--- config.mk ---
export PLATFORM = sky130hd
export DESIGN_NAME = mba_arbiter
export DESIGN_NICKNAME = d
export VERILOG_FILES = /design/src/hw/mba_pkg.sv /design/src/hw/mba_arbiter.sv /design/src/hw/mba_sync.sv
export SDC_FILE = /design/constraint.sdc
export NUM_CORES = 1
export LEC_CHECK = 0
export BUFFER_PORTS_ARGS = -buffer_cell sky130_fd_sc_hd__buf_2
export CORE_ASPECT_RATIO = 1.1
export CORE_MARGIN = 5
export CORE_UTILIZATION = 47
export DETAILED_ROUTE_END_ITERATION = 8
export MAX_ROUTING_LAYER = met4
export PLACE_DENSITY = 0.83
export SKIP_CTS_REPAIR_TIMING = 1
export SLEW_MARGIN = 10
export SYNTH_ARGS = -nofsm -noshare
export SYNTH_HDL_FRONTEND = slang
export SYNTH_SLANG_ARGS = --single-unit
--- constraint.sdc ---
create_clock -name clk_sys_in -period 6.1 [get_ports clk_sys_in]
set_clock_uncertainty 0.05 [all_clocks]
set_input_delay 1.22 -clock clk_sys_in [delete_from_list [all_inputs] [get_ports clk_sys_in]]
set_output_delay 1.22 -clock clk_sys_in [all_outputs]
set_load 0.01 [all_outputs]
--- src/hw/mba_pkg.sv ---
// package of constants and types for the multiprocessor bus arbitration block
//
// Overview of operation
// - drive own request line, watch all others
// - identity selects request line by binary index
// - arbitration order derives from identity value
// - owner drives indicator; pin strapped at reset
// - back-off aborts only host-space pending transaction
// - lock indication while owner holds lock
// - finish transaction, release bus, then grant host
// - release floats address, data, selects, strobes, sdram
// - handing to host puts sdram into self-refresh
// - grant held until host drops request
// - only owner drives grant; slaves monitor it
// - core priority line asserted during core access
// - slave core priority pre-empts owner background dma
// - dma priority line asserted during high dma
// - slave dma priority pre-empts owner normal dma
// - priority line pull-ups only for identity zero
// - host space: top four address bits nonzero
package mba_pkg;

  // arbitration geometry
  localparam int unsigned NUM_PROCS  = 8;            // processors on the shared bus
  localparam int unsigned ID_W       = 3;            // identity width
  localparam int unsigned ADDR_W     = 32;           // address bus width
  localparam int unsigned DATA_W     = 64;           // data bus width
  localparam int unsigned HOST_TOP_W = 4;            // address bits that decode host space
  localparam logic [3:0]  HOST_TOP_ZERO = 4'h0;      // top nibble code outside host space

  // reset values of the active-low lines, all idle high
  localparam logic [7:0]  REQ_IDLE   = 8'hFF;        // no request lines pulled low
  localparam logic        LINE_IDLE  = 1'b1;         // idle level of an active-low line

  // arbiter states, gray along idle -> request -> own -> release -> host
  typedef enum logic [2:0] {
    MBA_IDLE    = 3'b000,   // slave, not requesting
    MBA_REQ     = 3'b001,   // requesting, waiting for ownership
    MBA_OWN     = 3'b011,   // owner of the bus
    MBA_RELEASE = 3'b010,   // owner finishing, sdram to self-refresh
    MBA_HOST    = 3'b110    // bus handed to host, grant held
  } mba_state_t;

endpackage : mba_pkg

--- src/hw/mba_arbiter.sv ---
// bus arbitration logic of one processor on a shared multiprocessor bus
`timescale 1ns/100ps
`default_nettype none

module mba_arbiter #(
  parameter int unsigned NUM_PROCS = mba_pkg::NUM_PROCS  // request lines on the bus
) (
  input  wire logic                         clk_sys_in,           // system clock, 40 MHz
  input  wire logic                         rst_n_in,             // synchronous reset, active low
  // identity straps, steady outside reset
  input  wire logic [mba_pkg::ID_W-1:0]     processor_identity_in,
  // bus request lines, one per processor; our own line is always driven, high or low
  input  wire logic [NUM_PROCS-1:0]         proc_bus_request_lines_n_in,
  output logic      [NUM_PROCS-1:0]         proc_bus_request_lines_n_out,
  output logic      [NUM_PROCS-1:0]         proc_bus_request_lines_oe_out,
  // host handshake
  input  wire logic                         host_request_n_in,
  input  wire logic                         backoff_request_n_in,
  input  wire logic                         host_grant_n_in,      // monitored while slave
  output logic                              host_grant_n_out,
  output logic                              host_grant_oe_out,
  // owner indicator, a strap during reset
  input  wire logic                         owner_indicator_in,
  output logic                              owner_indicator_out,
  output logic                              owner_indicator_oe_out,
  output logic                              strap_value_out,      // strap caught at reset release
  // priority access lines, open drain
  input  wire logic                         core_priority_line_n_in,
  output logic                              core_priority_line_oe_out,
  input  wire logic                         dma_priority_line_n_in,
  output logic                              dma_priority_line_oe_out,
  output logic                              priority_pullup_en_out,
  // lock indication
  output logic                              lock_indication_out,
  output logic                              lock_indication_oe_out,
  // requests from the processor's own external port
  input  wire logic                         core_access_in,       // core wants/uses external memory
  input  wire logic                         dma_high_access_in,   // high-priority dma wants the bus
  input  wire logic                         dma_normal_access_in, // normal dma wants the bus
  input  wire logic                         lock_request_in,      // keep the bus locked
  input  wire logic                         xact_pending_in,      // a transaction is outstanding
  input  wire logic [mba_pkg::ADDR_W-1:0]   xact_addr_in,         // its address
  // control to the external port
  output logic                              bus_drive_en_out,     // port may drive addr/data/strobes
  output logic                              xact_abort_out,       // abandon pending transaction
  output logic                              sdram_self_refresh_out,
  output logic                              dma_background_hold_out, // pause background dma
  output logic                              dma_normal_hold_out,  // pause normal-priority dma
  output logic                              host_space_select_out,// pending access is host space
  output logic                              slave_grant_seen_out  // grant observed while slave
);

  // refuse a line count that the identity width cannot index one-hot
  if (NUM_PROCS != (1 << mba_pkg::ID_W)) begin : g_bad_procs
    $error("NUM_PROCS must match identity width");
  end

  //////////////////////////////////////////////////////////////////////////////
  // functions

  // one-hot decode of an identity to its request line
  function automatic logic [NUM_PROCS-1:0] id_onehot(input logic [mba_pkg::ID_W-1:0] id);
    logic [NUM_PROCS-1:0] v;
    v = '0;
    v[id] = 1'b1;
    return v;
  endfunction : id_onehot

  // true when the address lies in host memory space
  function automatic logic is_host_space(input logic [mba_pkg::ADDR_W-1:0] a);
    return a[mba_pkg::ADDR_W-1 -: mba_pkg::HOST_TOP_W] != mba_pkg::HOST_TOP_ZERO;
  endfunction : is_host_space

  //////////////////////////////////////////////////////////////////////////////
  // synchronise pin inputs

  logic [NUM_PROCS-1:0] req_s;       // request lines after two flops, low = asserted
  logic [4:0]           ctl_s;       // host req, backoff, grant, cpa, dpa
  logic [1:0]           strap_sync_q; // strap pin, two flops that reset never clears

  mba_sync #(.WIDTH(NUM_PROCS), .RST_VAL(1'b1)) u_sync_req (
    .clk_sys_in (clk_sys_in),
    .rst_n_in   (rst_n_in),
    .async_in   (proc_bus_request_lines_n_in),
    .sync_out   (req_s)
  );

  mba_sync #(.WIDTH(5), .RST_VAL(1'b1)) u_sync_ctl (
    .clk_sys_in (clk_sys_in),
    .rst_n_in   (rst_n_in),
    .async_in   ({host_request_n_in, backoff_request_n_in, host_grant_n_in,
                  core_priority_line_n_in, dma_priority_line_n_in}),
    .sync_out   (ctl_s)
  );

  // the strap must be seen while reset is still low, so its two flops
  // are kept out of reset; a reset synchroniser would only show idle
  always_ff @(posedge clk_sys_in) begin
    strap_sync_q <= {strap_sync_q[0], owner_indicator_in};
  end

  logic host_req;          // host wants the bus
  logic backoff;           // host forces back-off
  logic grant_seen;        // grant level on the pin
  logic cpa_any;           // someone holds core priority
  logic dpa_any;           // someone holds dma priority
  logic strap_s;           // strap level during reset

  assign host_req   = !ctl_s[4];
  assign backoff    = !ctl_s[3];
  assign grant_seen = !ctl_s[2];
  assign cpa_any    = !ctl_s[1];
  assign dpa_any    = !ctl_s[0];
  assign strap_s    =  strap_sync_q[1];

  //////////////////////////////////////////////////////////////////////////////
  // identity, strap and own request line

  logic [mba_pkg::ID_W-1:0] id_q;     // identity caught while in reset
  logic                     strap_q;  // owner-indicator strap
  logic                     rst_d1_q; // reset seen last cycle, for release capture

  // identity follows the pins while reset is held, the strap until a cycle after; the
  // system keeps the straps steady afterwards, so we freeze them
  always_ff @(posedge clk_sys_in) begin
    rst_d1_q <= !rst_n_in;
    if (!rst_n_in) begin
      id_q <= processor_identity_in;
    end
    if (rst_d1_q) begin
      strap_q <= strap_s;
    end
  end

  assign strap_value_out = strap_q;

  logic [NUM_PROCS-1:0] own_line;    // one-hot of our request line
  logic [NUM_PROCS-1:0] others_req;  // active requests of the other processors
  logic                 higher_req;  // a processor ahead of us is requesting

  assign own_line   = id_onehot(id_q);
  assign others_req = ~req_s & ~own_line;
  // lower identity wins a tie; ours is only beaten by lower indices
  assign higher_req = |(others_req & (own_line - NUM_PROCS'(1)));

  //////////////////////////////////////////////////////////////////////////////
  // arbitration state machine

  mba_pkg::mba_state_t state_q;      // arbiter state
  mba_pkg::mba_state_t state_d;      // next state
  logic                want_bus;     // our side needs the bus
  logic                bus_busy;     // a processor ahead of us requests or host holds
  logic                abort_ok;     // back-off may abandon the pending access
  logic                refresh_q;    // sdram held in self-refresh

  assign want_bus = core_access_in | dma_high_access_in | dma_normal_access_in;
  assign bus_busy = grant_seen | higher_req;
  assign abort_ok = backoff & xact_pending_in & is_host_space(xact_addr_in);

  // next-state decision
  always_comb begin
    state_d = state_q;
    case (state_q)
      mba_pkg::MBA_IDLE: begin
        if (want_bus && !grant_seen) state_d = mba_pkg::MBA_REQ;
      end
      mba_pkg::MBA_REQ: begin
        if (!want_bus) state_d = mba_pkg::MBA_IDLE;
        else if (!bus_busy && !host_req) state_d = mba_pkg::MBA_OWN;
      end
      mba_pkg::MBA_OWN: begin
        // host request waits for the outstanding access
        if (abort_ok) state_d = mba_pkg::MBA_RELEASE;
        else if (host_req && !xact_pending_in) state_d = mba_pkg::MBA_RELEASE;
        else if (!xact_pending_in && !lock_request_in && !want_bus) state_d = mba_pkg::MBA_IDLE;
        else if (!xact_pending_in && !lock_request_in && higher_req) state_d = mba_pkg::MBA_IDLE;
      end
      mba_pkg::MBA_RELEASE: begin
        // a host request, with or without a back-off, waits for self-refresh
        if (host_req && refresh_q) state_d = mba_pkg::MBA_HOST;
        else if (!host_req) state_d = mba_pkg::MBA_IDLE;
      end
      mba_pkg::MBA_HOST: begin
        if (!host_req) state_d = mba_pkg::MBA_IDLE;
      end
      default: state_d = mba_pkg::MBA_IDLE;
    endcase
  end

  // state register
  always_ff @(posedge clk_sys_in) begin
    if (!rst_n_in) state_q <= mba_pkg::MBA_IDLE;
    else           state_q <= state_d;
  end

  //////////////////////////////////////////////////////////////////////////////
  // registered outputs

  logic owner_q;        // we own the bus
  logic grant_q;        // we assert the host grant
  logic grant_oe_q;     // we drive the grant pin
  logic req_q;          // our request line is low
  logic lock_q;         // bus locked by us
  logic abort_q;        // pending access abandoned
  logic hsel_q;         // pending access decodes host space
  logic cpa_q;          // our core holds core priority
  logic dpa_q;          // our high dma holds dma priority
  logic bg_hold_q;      // background dma paused
  logic nd_hold_q;      // normal dma paused
  logic pullup_q;       // priority pull-ups enabled

  // ownership, lock and request line
  always_ff @(posedge clk_sys_in) begin
    if (!rst_n_in) begin
      owner_q <= 1'b0;
      lock_q  <= 1'b0;
      req_q   <= 1'b0;
    end else begin
      owner_q <= (state_d == mba_pkg::MBA_OWN);
      lock_q  <= (state_d == mba_pkg::MBA_OWN) && lock_request_in;
      req_q   <= (state_d == mba_pkg::MBA_REQ) || (state_d == mba_pkg::MBA_OWN);
    end
  end

  // host grant: driven only by the owner, held until request drops
  always_ff @(posedge clk_sys_in) begin
    if (!rst_n_in) begin
      grant_q    <= 1'b0;
      grant_oe_q <= 1'b0;
    end else begin
      grant_q    <= (state_d == mba_pkg::MBA_HOST);
      // pin stays driven through the handover so the grant is never floated
      grant_oe_q <= (state_d == mba_pkg::MBA_OWN) || (state_d == mba_pkg::MBA_RELEASE)
                    || (state_d == mba_pkg::MBA_HOST);
    end
  end

  // sdram self-refresh and transaction abort
  always_ff @(posedge clk_sys_in) begin
    if (!rst_n_in) begin
      refresh_q <= 1'b0;
      abort_q   <= 1'b0;
      hsel_q    <= 1'b0;
    end else begin
      refresh_q <= (state_d == mba_pkg::MBA_RELEASE && host_req)
                   || (state_d == mba_pkg::MBA_HOST);
      abort_q   <= (state_q == mba_pkg::MBA_OWN) && abort_ok;
      hsel_q    <= xact_pending_in && is_host_space(xact_addr_in);
    end
  end

  // priority access lines and the dma holds they cause on the owner
  always_ff @(posedge clk_sys_in) begin
    if (!rst_n_in) begin
      cpa_q     <= 1'b0;
      dpa_q     <= 1'b0;
      bg_hold_q <= 1'b0;
      nd_hold_q <= 1'b0;
      pullup_q  <= 1'b0;
    end else begin
      cpa_q     <= core_access_in;
      dpa_q     <= dma_high_access_in;
      // our own assertion also pulls the wire low, so exclude it
      bg_hold_q <= owner_q && cpa_any && !cpa_q;
      nd_hold_q <= owner_q && dpa_any && !dpa_q;
      pullup_q  <= (id_q == '0);
    end
  end

  //////////////////////////////////////////////////////////////////////////////
  // pin drive

  // request line: drive only our own bit, low while requesting
  assign proc_bus_request_lines_oe_out = own_line;
  assign proc_bus_request_lines_n_out  = ~(own_line & {NUM_PROCS{req_q}});

  assign host_grant_n_out      = !grant_q;
  assign host_grant_oe_out     = grant_oe_q;
  assign slave_grant_seen_out  = grant_seen && !grant_oe_q;

  // owner pin is an input strap in reset, an output after
  assign owner_indicator_out    = owner_q;
  assign owner_indicator_oe_out = rst_n_in && !rst_d1_q;

  // open drain: enable pulls low
  assign core_priority_line_oe_out = cpa_q;
  assign dma_priority_line_oe_out  = dpa_q;
  assign priority_pullup_en_out    = pullup_q;

  assign lock_indication_out    = lock_q;
  assign lock_indication_oe_out = owner_q;

  // address, data, selects, strobes and sdram pins float once released
  assign bus_drive_en_out        = owner_q;
  assign xact_abort_out          = abort_q;
  assign sdram_self_refresh_out  = refresh_q;
  assign dma_background_hold_out = bg_hold_q;
  assign dma_normal_hold_out     = nd_hold_q;
  assign host_space_select_out   = hsel_q;

endmodule : mba_arbiter

`default_nettype wire

--- src/hw/mba_sync.sv ---
// two-flop synchroniser for a vector of pin inputs
`timescale 1ns/100ps
`default_nettype none

module mba_sync #(
  parameter int unsigned WIDTH = 1,                 // bits to synchronise
  parameter logic        RST_VAL = 1'b1             // idle value for every bit
) (
  input  wire logic             clk_sys_in,         // system clock
  input  wire logic             rst_n_in,           // synchronous reset, active low
  input  wire logic [WIDTH-1:0] async_in,           // raw pin levels
  output logic      [WIDTH-1:0] sync_out            // levels safe for logic
);

  logic [WIDTH-1:0] meta_q;                         // first stage, read by second only
  logic [WIDTH-1:0] sync_q;                         // second stage

  // two stages, first one feeds nothing but the second
  always_ff @(posedge clk_sys_in) begin
    if (!rst_n_in) begin
      meta_q <= {WIDTH{RST_VAL}};
      sync_q <= {WIDTH{RST_VAL}};
    end else begin
      meta_q <= async_in;
      sync_q <= meta_q;
    end
  end

  assign sync_out = sync_q;

endmodule : mba_sync

`default_nettype wire

==> results of run 1 <==
## worst paths after layout
check / start / to / cells past startpoint
worst max register to register: id_q[1] / lock_indication_out / 9
worst min-delay path: strap_sync_q[0] / strap_sync_q[1] / 0
worst min register to register: strap_sync_q[0] / strap_sync_q[1] / 0
worst max-delay path: rst_n_in / owner_indicator_oe_out / 4
## kinds of logic after synthesis
| logic type | count (synthesis) | share of synthesized area, % |
|---|---|---|
| AND/OR/NAND/NOR | 81 | 29.2 |
| buffers and inverters | 15 | 4.33 |
| AO/OA/AOI/OAI | 16 | 8.15 |
| flip-flops | 47 | 57.6 |
| adder cells (fa/ha/maj) | 1 | 0.734 |
## worst register-to-register path, delay by kind of cell (launching register included)
kind,cells,cell delay [ns]
AO/OA/AOI/OAI,4,0.84
AND/OR/NAND/NOR,3,0.68
flip-flops,1,0.56
adder cells (fa/ha/maj),1,0.31
buffers and inverters,1,0.11
## power groups by stage
| stage | combinational (mW) | clock, mW | sequential (mW) |
|---|---|---|---|
| final | 0.0636 | 0.180 | 0.338 |
| after global routing | 0.0719 | 0.201 | 0.341 |
| after CTS | 0.0645 | 0.187 | 0.338 |
| after detailed placement | 0.0641 | 0 | 0.345 |
| after global placement | 0.0627 | 0 | 0.345 |
| after floorplan | 0.0463 | 0 | 0.341 |
## cells in the mapped netlist, drive strengths merged (2+ instances only)
cell / instances / area [µm²]
and3: 3 / 18.8
nor4: 3 / 33.8
nand4: 3 / 18.8
a21oi: 2 / 13.8
dfxtp: 43 / 861
clkbuf: 3 / 11.3
inv: 6 / 22.5
o21ai: 5 / 25.0
buf: 5 / 36.3
nor2: 9 / 36.3
nor3b: 4 / 51.3
nand2b: 26 / 163
nor2b: 5 / 31.3
edfxtp: 4 / 120
nor3: 7 / 35.0
nand3: 2 / 10.0
a21boi: 2 / 15.0
a311oi: 2 / 35.0
or4: 2 / 15.0
and2: 2 / 12.5
nand2: 11 / 41.3
## area by class of cell
cell class	instances	share of cell area, %
sequential	47	46.7
timing repair buffer	59	14.0
tap	50	2.98
clock buffer	5	3.27
multi-input combinational	98	30.9
inverter	7	1.25
clock inverter	3	0.893
## through the flow
stage / cell area (µm²) / util, %
finish: 2100 / 58.9
global route: 2100 / 58.9
CTS: 2100 / 58.9
detailed placement: 2010 / 56.5
global placement: 2010 / 56.5
floorplan: 1700 / -
## routing by layer
metal	vias up	GRT usage [%]	wire length [µm]
li1	651	-	-
met1	550	15.7	1220
met2	38	24.1	1520
met3	5	4.31	202
met4	0	7.66	75
met5	-	-	0
## sequential cells by signal, summed over array words and instances, names as in the netlist, 2 cells and up
name and flops:
state_q 3, u_sync_req.sync_out 7, id_q 3, u_sync_ctl.meta_q 5
u_sync_req.meta_q 7, u_sync_ctl.sync_out 5, strap_sync_q 2
==> results by group, run 1 <==
Status
  – Status: finished, final reports clean

GRT
  – Vias in the first global route: roughly 1,200
  – Antenna violations before repair: 0
  – GRT Resource Usage Total: about 15%
  – Largest net degree at the start of global routing: 31
  – Total global routing overflow: 0
  – Global-route wire length before repair: 5220 µm

Power and ir drop
  – Leak: 0.914 nW
  – Switching pwr: 0.145 mW
  – Combinational share of power: 10.9%
  – Int Power: 0.437 mW
  – Total design power: around 0.58 mW
  – Worst VDD drop: ~0.00018 V
  – Reg power frac: 58.1%
  – PwrDens: about 280 nW/µm²
  – Switch share: between 20% and 30%
  – Clock power frac: roughly 31%

Critical path
  – Worst setup EP type: output pin
  – CP Class: in -> out
  – Max stage delay cell, worst path: buf_2
  – Largest stage delay, worst path: 0.38 ns
  – Delay-heaviest family, CP: buffers and inverters
  – Critical path arrival: 2.16 ns
  – Crit start category: primary input
  – Crit-path cells: buf_2, inv_1, nor2_1, buf_2
  – CP Max Fanout: 30
  – R2r setup slk: 3.50 ns
  – Buffers & Inverters on Critical Path: 3
  – Required @ worst endpoint: 4.83 ns
  – Critical Path Most Common Cell: buf_2

Floorplanning
  – Cell Rows: 23
  – Die area: 4930 µm²
  – Die height: between 70 and 80 µm
  – Initial Util: between 40% and 50%
  – Die width: 67.4 µm
  – Ports: between 80 and 90
  – Core Box Area: about 3600 µm²

STA
  – Endpoints failing setup: 0
  – Endpoints failing hold: 0
  – Pins Over Slew Limit: 0
  – Peak Freq: around 290 MHz
  – RSZ-0062 raised after global routing: no
  – Slew @ Worst Pin: roughly 0.56 ns
  – Period utilization: 56.3%
  – Setup TNS: 0 ns
  – Fin crit period: 3.43 ns
  – Hold Worst Slack: approximately 0.28 ns
  – Setup ws final: roughly 2.7 ns
  – Slew margin rel.: 62.3%

Clock network
  – CTS H-tree lvls: 2
  – Clk slew on worst S/H paths: approximately 0.08 ns
  – Sink Count: between 40 and 50
  – CTS buffer count: 5
  – Clock latency on the worst-skew pair: 0.30 ns
  – Clock Path Buffers: 2
  – Root buf cell: clkbuf_8
  – CTS tree: done

Yosys
  – Yosys warns: 0
  – Avg Inst Size Synth: ~11 µm²
  – Syn nets: between 200 and 250
  – Synth Cell Area: between 1500 and 2000 µm²
  – Post-synth EDFFs: 4
  – Post-synth top flop: dfxtp_1
  – Post-synthesis cell count: 160
  – Unique cell type count in the Yosys netlist: between 40 and 50
  – Seq cells post-synth: 47
  – Asr flop ratio synth: 0%
  – Register area share after synthesis: between 50% and 60%

Cells and area
  – Multi-input gate area: roughly 650 µm²
  – Register Area: 981 µm²
  – Most frequent cells in the layout: buf_2 (59), dfxtp_1 (43), nand2b_1 (26)
  – # diodes: 0
  – Layout overhead on the synthesized area: 23.3%
  – Layout cell share with drive strength beyond 1: 35.6%
  – FILL cells: 339
  – Leading cell type in the layout, fill and taps excluded: buf_2
  – Nets: between 200 and 300
  – Final cell count without fillers: about 270

Routing
  – Vias: between 1,000 and 1,500
  – Drt pass-1 iters: 4
  – Wire length per cell: 11.2 µm
  – DRT antenna net count: 0
  – Vias per Instance: between 4 and 5
  – DR DRC count: 0
  – Final wirelength: about 3000 µm
  – Initial drt markers: 52

Job
  – Max Cap Viol: 0

Hold path
  – Hold crit path type: reg -> reg

Place
  – I/O Buffers: 59
  – Dpl cells: around 260
  – HPWL after DPL: between 2000 and 2500 µm
  – Dpl ws: between 2 and 3 ns
  – GP Congestion: approximately 0.76
Note: power is estimated with default switching activity, not from simulation.
==> inputs of run 2 (changes only) <==
CORE_UTILIZATION = 40   (was 47)
PLACE_DENSITY = 0.75   (was 0.83)
clock period = 3 ns   (was 6.1 ns; I/O delays follow)
==> run 2 against run 1 <==
- critical path type is now reg -> reg
- critical path depth up 5
- final area up 1.7%
- non-clock buffer count up 3
==> results by group, run 2 (same netlist as run 1, synthesis figures left out) <==
Status
  – Status: finished, final reports clean

Power and ir drop
  – Worst VDD drop: 0.000338 V (+85%)
  – Total design power: 1.20 mW (+110%)
  – PwrDens: 563 nW/µm² (+100%)
  – Leak: 0.932 nW (+2.0%)

Cells and area
  – Final Util: 50.6% (-8.3 points)
  – Leading cell type in the layout, fill and taps excluded: buf_2
  – Layout cell share with drive strength beyond 1: 36.0% (+0.42 points)
  – Nets: 278 (+1.1%)
  – Most frequent cells in the layout: buf_2 (59), dfxtp_1 (43), nand2b_1 (26)
  – Layout overhead on the synthesized area: 25.4%
  – # diodes: 0 (unchanged)
  – Final cell count without fillers: 276 (+2.6%)

Place
  – I/O Buffers: 59 (unchanged)
  – GP Congestion: 0.753 (-0.84%)
  – Dpl ws: 0.504 ns (-2.14 ns)
  – Dpl cells: 268 (+2.7%)
  – HPWL after DPL: 2450 µm (+4.8%)

STA
  – Endpoints failing hold: 0 (unchanged)
  – Slew margin rel.: 54.9% (-7.4 points)
  – Setup TNS: 0 ns (unchanged)
  – Pins Over Slew Limit: 0 (unchanged)
  – Endpoints failing setup: 0 (unchanged)
  – Peak Freq: approximately 400 MHz
  – Slew @ Worst Pin: 0.671 ns (+0.110 ns)
  – RSZ-0062 raised after global routing: no
  – Period utilization: between 80 and 90%
  – Setup ws final: 0.446 ns (-2.22 ns)
  – Fin crit period: 2.55 ns

Routing
  – DRT antenna net count: 0 (unchanged)
  – M1 WL: 1400 µm (+14%)
  – Vias: 1,258 (+1.1%)
  – Drt pass-1 iters: 4 (unchanged)
  – Met2 routed WL: 1590 µm (+4.8%)
  – DR DRC count: 0 (unchanged)
  – Final wirelength: 3240 µm (+7.4%)
  – Met3 WL: 205 µm (+1.5%)
  – Top layer in use: met4
  – Wire length per cell: 11.7 µm (+4.6%)
  – Vias per Instance: 4.56 (-1.4%)
  – Initial drt markers: 57 (+9.6%)

Job
  – Max Cap Viol: 0 (unchanged)

Floorplanning
  – Die height: 78.5 µm (+7.2%)
  – Ports: 89 (unchanged)
  – Core Box Area: 4220 µm² (+18%)
  – Die area: 5670 µm² (+15%)
  – Initial Util: 40.4% (-7.4 points)
  – Die width: 72.2 µm (+7.2%)
  – Cell Rows: 25 (+8.7%)

Critical path
  – Buffers & Inverters on Critical Path: 1 (-2)
  – CP Max Fanout: 8 (-73%)
  – Required @ worst endpoint: 3.18 ns (-1.65 ns)
  – Crit start category: flop
  – Max stage delay cell, worst path: edfxtp_1
  – Critical path arrival: 2.74 ns (+0.58 ns)
  – Crit-path cells: nor3_1, inv_1, ha_1, or3_1, o211ai_1, a32oi_2, a21boi_1, o31ai_2, and3b_1
  – Worst setup EP type: flop
  – Largest stage delay, worst path: 0.54 ns (+0.16 ns)
  – CP Class: reg -> reg
  – Delay-heaviest family, CP: compound AO/OA/AOI/OAI gates

Clock network
  – Root buf cell: clkbuf_8
  – Sink Count: 47 (unchanged)
  – Clock Path Buffers: 2 (unchanged)
  – Clock latency on the worst-skew pair: 0.29 ns (about the same)
  – CTS buffer count: 5 (unchanged)
  – CTS tree: done
  – CTS H-tree lvls: 2 (unchanged)
  – Clk slew on worst S/H paths: 0.08 ns (about the same)

GRT
  – Largest net degree at the start of global routing: 30 (-3.2%)
  – Vias in the first global route: 1,239 (+1.7%)
  – Global-route wire length before repair: 5470 µm (+4.7%)
  – Total global routing overflow: 0 (unchanged)
  – GRT Resource Usage Total: 12.9% (-1.7 points)
  – Antenna violations before repair: 0 (unchanged)

Hold path
  – Hold crit path type: reg -> reg
[run 2: power breakdown]
part | switching, mW | internal [mW] | total (mW)
sequential | 0.0176 | 0.663 | 0.681
combinational | 0.0763 | 0.0657 | 0.142
clock | 0.192 | 0.189 | 0.380
total | 0.286 | 0.917 | 1.20
[run 2: path summary, 6_finish.rpt]
| kind | startpoint | cells past startpoint | to | slack [ns] |
|---|---|---|---|---|
| max | id_q[2] | 9 | bus_drive_en_out | 0.45 |
| min | strap_sync_q[0] | 0 | strap_sync_q[1] | 0.28 |
| max reg2reg | id_q[2] | 9 | bus_drive_en_out | 0.45 |
| min reg2reg | strap_sync_q[0] | 0 | strap_sync_q[1] | 0.28 |
[run 2: area by class of cell]
| cell class | count | area, µm² |
|---|---|---|
| repair buffers | 62 | 318 |
| inverters | 7 | 26.3 |
| multi-input cells | 98 | 649 |
| clock inverters | 1 | 8.76 |
| well taps | 54 | 67.6 |
| flip-flops and latches | 47 | 981 |
| clock buffers | 7 | 86.3 |
| fillers | 418 | 2090 |
[run 2: worst register-to-register path, delay by kind of cell (launching register included)]
family | cells | cell delay, ns
adders and majority gates | 1 | 0.29
and+or+nand+nor | 3 | 0.66
AOI/OAI and AO/OA | 4 | 0.84
DFF | 1 | 0.54
buffers and inverters | 1 | 0.10
[run 2: metrics by stage]
step	cell area [µm²]	hold WS, ns
2_1_floorplan	1700	0.260
3_3_place_gp	2040	0.260
3_5_place_dp	2040	0.269
4_1_cts	2140	0.288
5_1_grt	2140	0.301
6_report	2140	0.282
[run 2: metal layers]
layer | up-vias | global-route usage (%)
met1 | 552 | 14.5
met4 | 0 | 6.20
li1 | 661 | -
met5 | - | -
met2 | 41 | 21.1
met3 | 4 | 3.46
==> inputs of run 3 (changes only) <==
CORE_UTILIZATION = 44   (was 40)
PLACE_DENSITY = 0.78   (was 0.75)
SETUP_SLACK_MARGIN = 0.5   (was not set)
clock period = 2.4 ns   (was 3 ns; I/O delays follow)
==> run 3 against run 2 <==
- clock power is 36% higher
- largest power group unchanged
- largest cell class unchanged
- critical path type unchanged
- sequential share of layout area is 3.0 points lower
- via count is 2.9% higher
- setup slack worse by 0.41 ns
- global-route usage is 1.2 points higher
- critical path depth stayed put
- total power is 32% higher
- maximum frequency is 8.2% higher
- worst hold slack worse by 0.055 ns
==> results by group, run 3 (same netlist as run 1, synthesis figures left out) <==
Floorplanning
  – Cell Rows: 23 (-8.0%)
  – Ports: 89 (unchanged)
  – Initial Util: 46.3% (+5.9 points)
  – Core Box Area: 3680 µm² (-13%)
  – Die area: 5220 µm² (-7.9%)
  – Die width: 69.3 µm (-4.0%)
  – Die height: 75.3 µm (-4.1%)

Status
  – Status: finished, final reports clean

Critical path
  – CP Max Fanout: 3 (-5)
  – Crit start category: flop
  – Largest stage delay, worst path: 0.49 ns (-0.05 ns)
  – Critical path arrival: 2.50 ns (-0.24 ns)
  – Required @ worst endpoint: 2.54 ns (-0.64 ns)
  – FF-to-FF Start: id_q[2]
  – Delay-heaviest family, CP: simple AND/OR/NAND/NOR gates
  – Buffers & Inverters on Critical Path: 0 (-1)
  – Max stage delay cell, worst path: edfxtp_1
  – R2r setup slk: 0.04 ns (-0.41 ns)
  – CP Class: reg -> reg
  – Worst setup path start: id_q[2]
  – Crit-path cells: nor2_2, nand2_2, ha_4, or3_4, o211ai_1, a32oi_2, a21oi_2, a31oi_1, and3b_1
  – Worst setup EP type: flop

Cells and area
  – FILL cells: 347 (-17%)
  – Register Area: 981 µm² (unchanged)
  – Multi-input gate area: 718 µm² (+11%)
  – # diodes: 0 (unchanged)
  – Most frequent cells in the layout: buf_2 (58), dfxtp_1 (43), nand2b_1 (26)
  – Nets: 286 (+2.9%)
  – Leading cell type in the layout, fill and taps excluded: buf_2
  – Design area: 2290 µm² (+7.1%)
  – Layout cell share with drive strength beyond 1: 44.8% (+8.7 points)
  – Layout overhead on the synthesized area: 34.3%

Clock network
  – Root buf cell: clkbuf_8
  – Clk slew on worst S/H paths: 0.08 ns (about the same)
  – Clock latency on the worst-skew pair: 0.30 ns (about the same)
  – Sink Count: 47 (unchanged)
  – CTS H-tree lvls: 2 (unchanged)
  – CTS buffer count: 5 (unchanged)
  – Clock Path Buffers: 2 (unchanged)
  – CTS tree: done

Routing
  – Vias per Instance: 4.62 (+1.4%)
  – Final wirelength: 3550 µm (+9.5%)
  – DR DRC count: 0 (unchanged)
  – Vias: 1,294 (+2.9%)
  – DRT antenna net count: 0 (unchanged)
  – M1 WL: 1400 µm (+0.21%)
  – Met3 WL: 208 µm (+1.5%)
  – Initial drt markers: 61 (+7.0%)
  – Top layer in use: met4
  – Drt pass-1 iters: 4 (unchanged)
  – Wire length per cell: 12.7 µm (+7.9%)
  – Met2 routed WL: 1840 µm (+16%)

GRT
  – Vias in the first global route: 1,249 (+0.81%)
  – Global-route wire length before repair: 5510 µm (+0.77%)
  – Largest net degree at the start of global routing: 29 (-3.3%)
  – GRT Resource Usage Total: 14.1% (+1.2 points)
  – Total global routing overflow: 0 (unchanged)
  – Antenna violations before repair: 0 (unchanged)

STA
  – Hold Worst Slack: 0.228 ns (-0.0546 ns)
  – Peak Freq: 424 MHz (+8.2%)
  – Slew @ Worst Pin: 0.397 ns (-0.275 ns)
  – Fin crit period: 2.36 ns (-0.193 ns)
  – Slew margin rel.: 73.3% (+18 points)
  – Endpoints failing setup: 0 (unchanged)
  – Pins Over Slew Limit: 0 (unchanged)
  – RSZ-0062 raised after global routing: yes
  – Endpoints failing hold: 0 (unchanged)
  – Period utilization: 98.4% (+13 points)

Job
  – Max Cap Viol: 0 (unchanged)

Place
  – GP Congestion: 0.765 (+1.5%)
  – I/O Buffers: 59 (unchanged)
  – Placed Area: 2070 µm² (+1.4%)
  – HPWL after DPL: 2510 µm (+2.5%)

Power and ir drop
  – PwrDens: 693 nW/µm² (+23%)
  – Worst VDD drop: 0.000472 V (+40%)
  – Leak: 0.985 nW (+5.6%)

Hold path
  – Hold Crit Start: owner_indicator_in
  – Hold crit path type: in -> reg
==> run 3: changes by cell type in the layout (fill, tap and decap cells not counted), sizes merged <==
cell / before / now
clkinvlp: 0 / 2
clkinv: 2 / 0
buf: 62 / 70
==> run 3: per-layer routing <==
| layer | track usage, % | vias to the layer above |
|---|---|---|
| met1 | 13.4 | 574 |
| met2 | 25.3 | 34 |
| met5 | - | - |
| met4 | 7.16 | 0 |
| met3 | 5.21 | 12 |
| li1 | - | 674 |
==> run 3: power breakdown <==
part           internal [mW]  total, mW  leakage (nW)  switching (mW)
Combinational          0.105      0.216         0.540           0.111
Clock                  0.269      0.518        0.0496           0.249
Sequential             0.829      0.853         0.395          0.0240
Total                   1.20       1.59         0.985           0.385
==> run 3: path summary, 6_finish.rpt <==
path,cells after the start,end
setup / recovery,9,bus_drive_en_out
hold / removal,1,strap_sync_q[0]
setup reg to reg,9,bus_drive_en_out
hold reg to reg,0,strap_sync_q[1]
==> run 3: worst register-to-register path, cell delays in order, from the launching register on <==
cell	delay, ns
edfxtp_1	0.49
nor2_2	0.19
nand2_2	0.11
ha_4	0.25
or3_4	0.36
o211ai_1	0.13
a32oi_2	0.13
a21oi_2	0.29
a31oi_1	0.06
and3b_1	0.19
==> run 3: layout make-up <==
class                           instances  share of cell area, %
Clock buffer                            7                   4.26
Timing Repair Buffer                   70                   17.1
Tap cell                               50                   2.73
Clock inverter                          1                  0.328
Inverter                                7                   1.31
Sequential cell                        47                   42.9
Multi-Input combinational cell         98                   31.4
==> run 3: metrics by stage <==
step                      setup slack [ns]  cells  setup TNS, ns  power, mW  util, %
after floorplan                      0.149    160              0      0.991        -
after detailed placement            0.0491    267              0       1.06     56.2
after global routing               -0.0793    280         -0.317       1.66     62.1
final                               0.0392    280              0       1.59     62.1
after global placement              0.0908    267              0       1.05     56.2
after CTS                          -0.0215    275        -0.0487       1.57     59.1
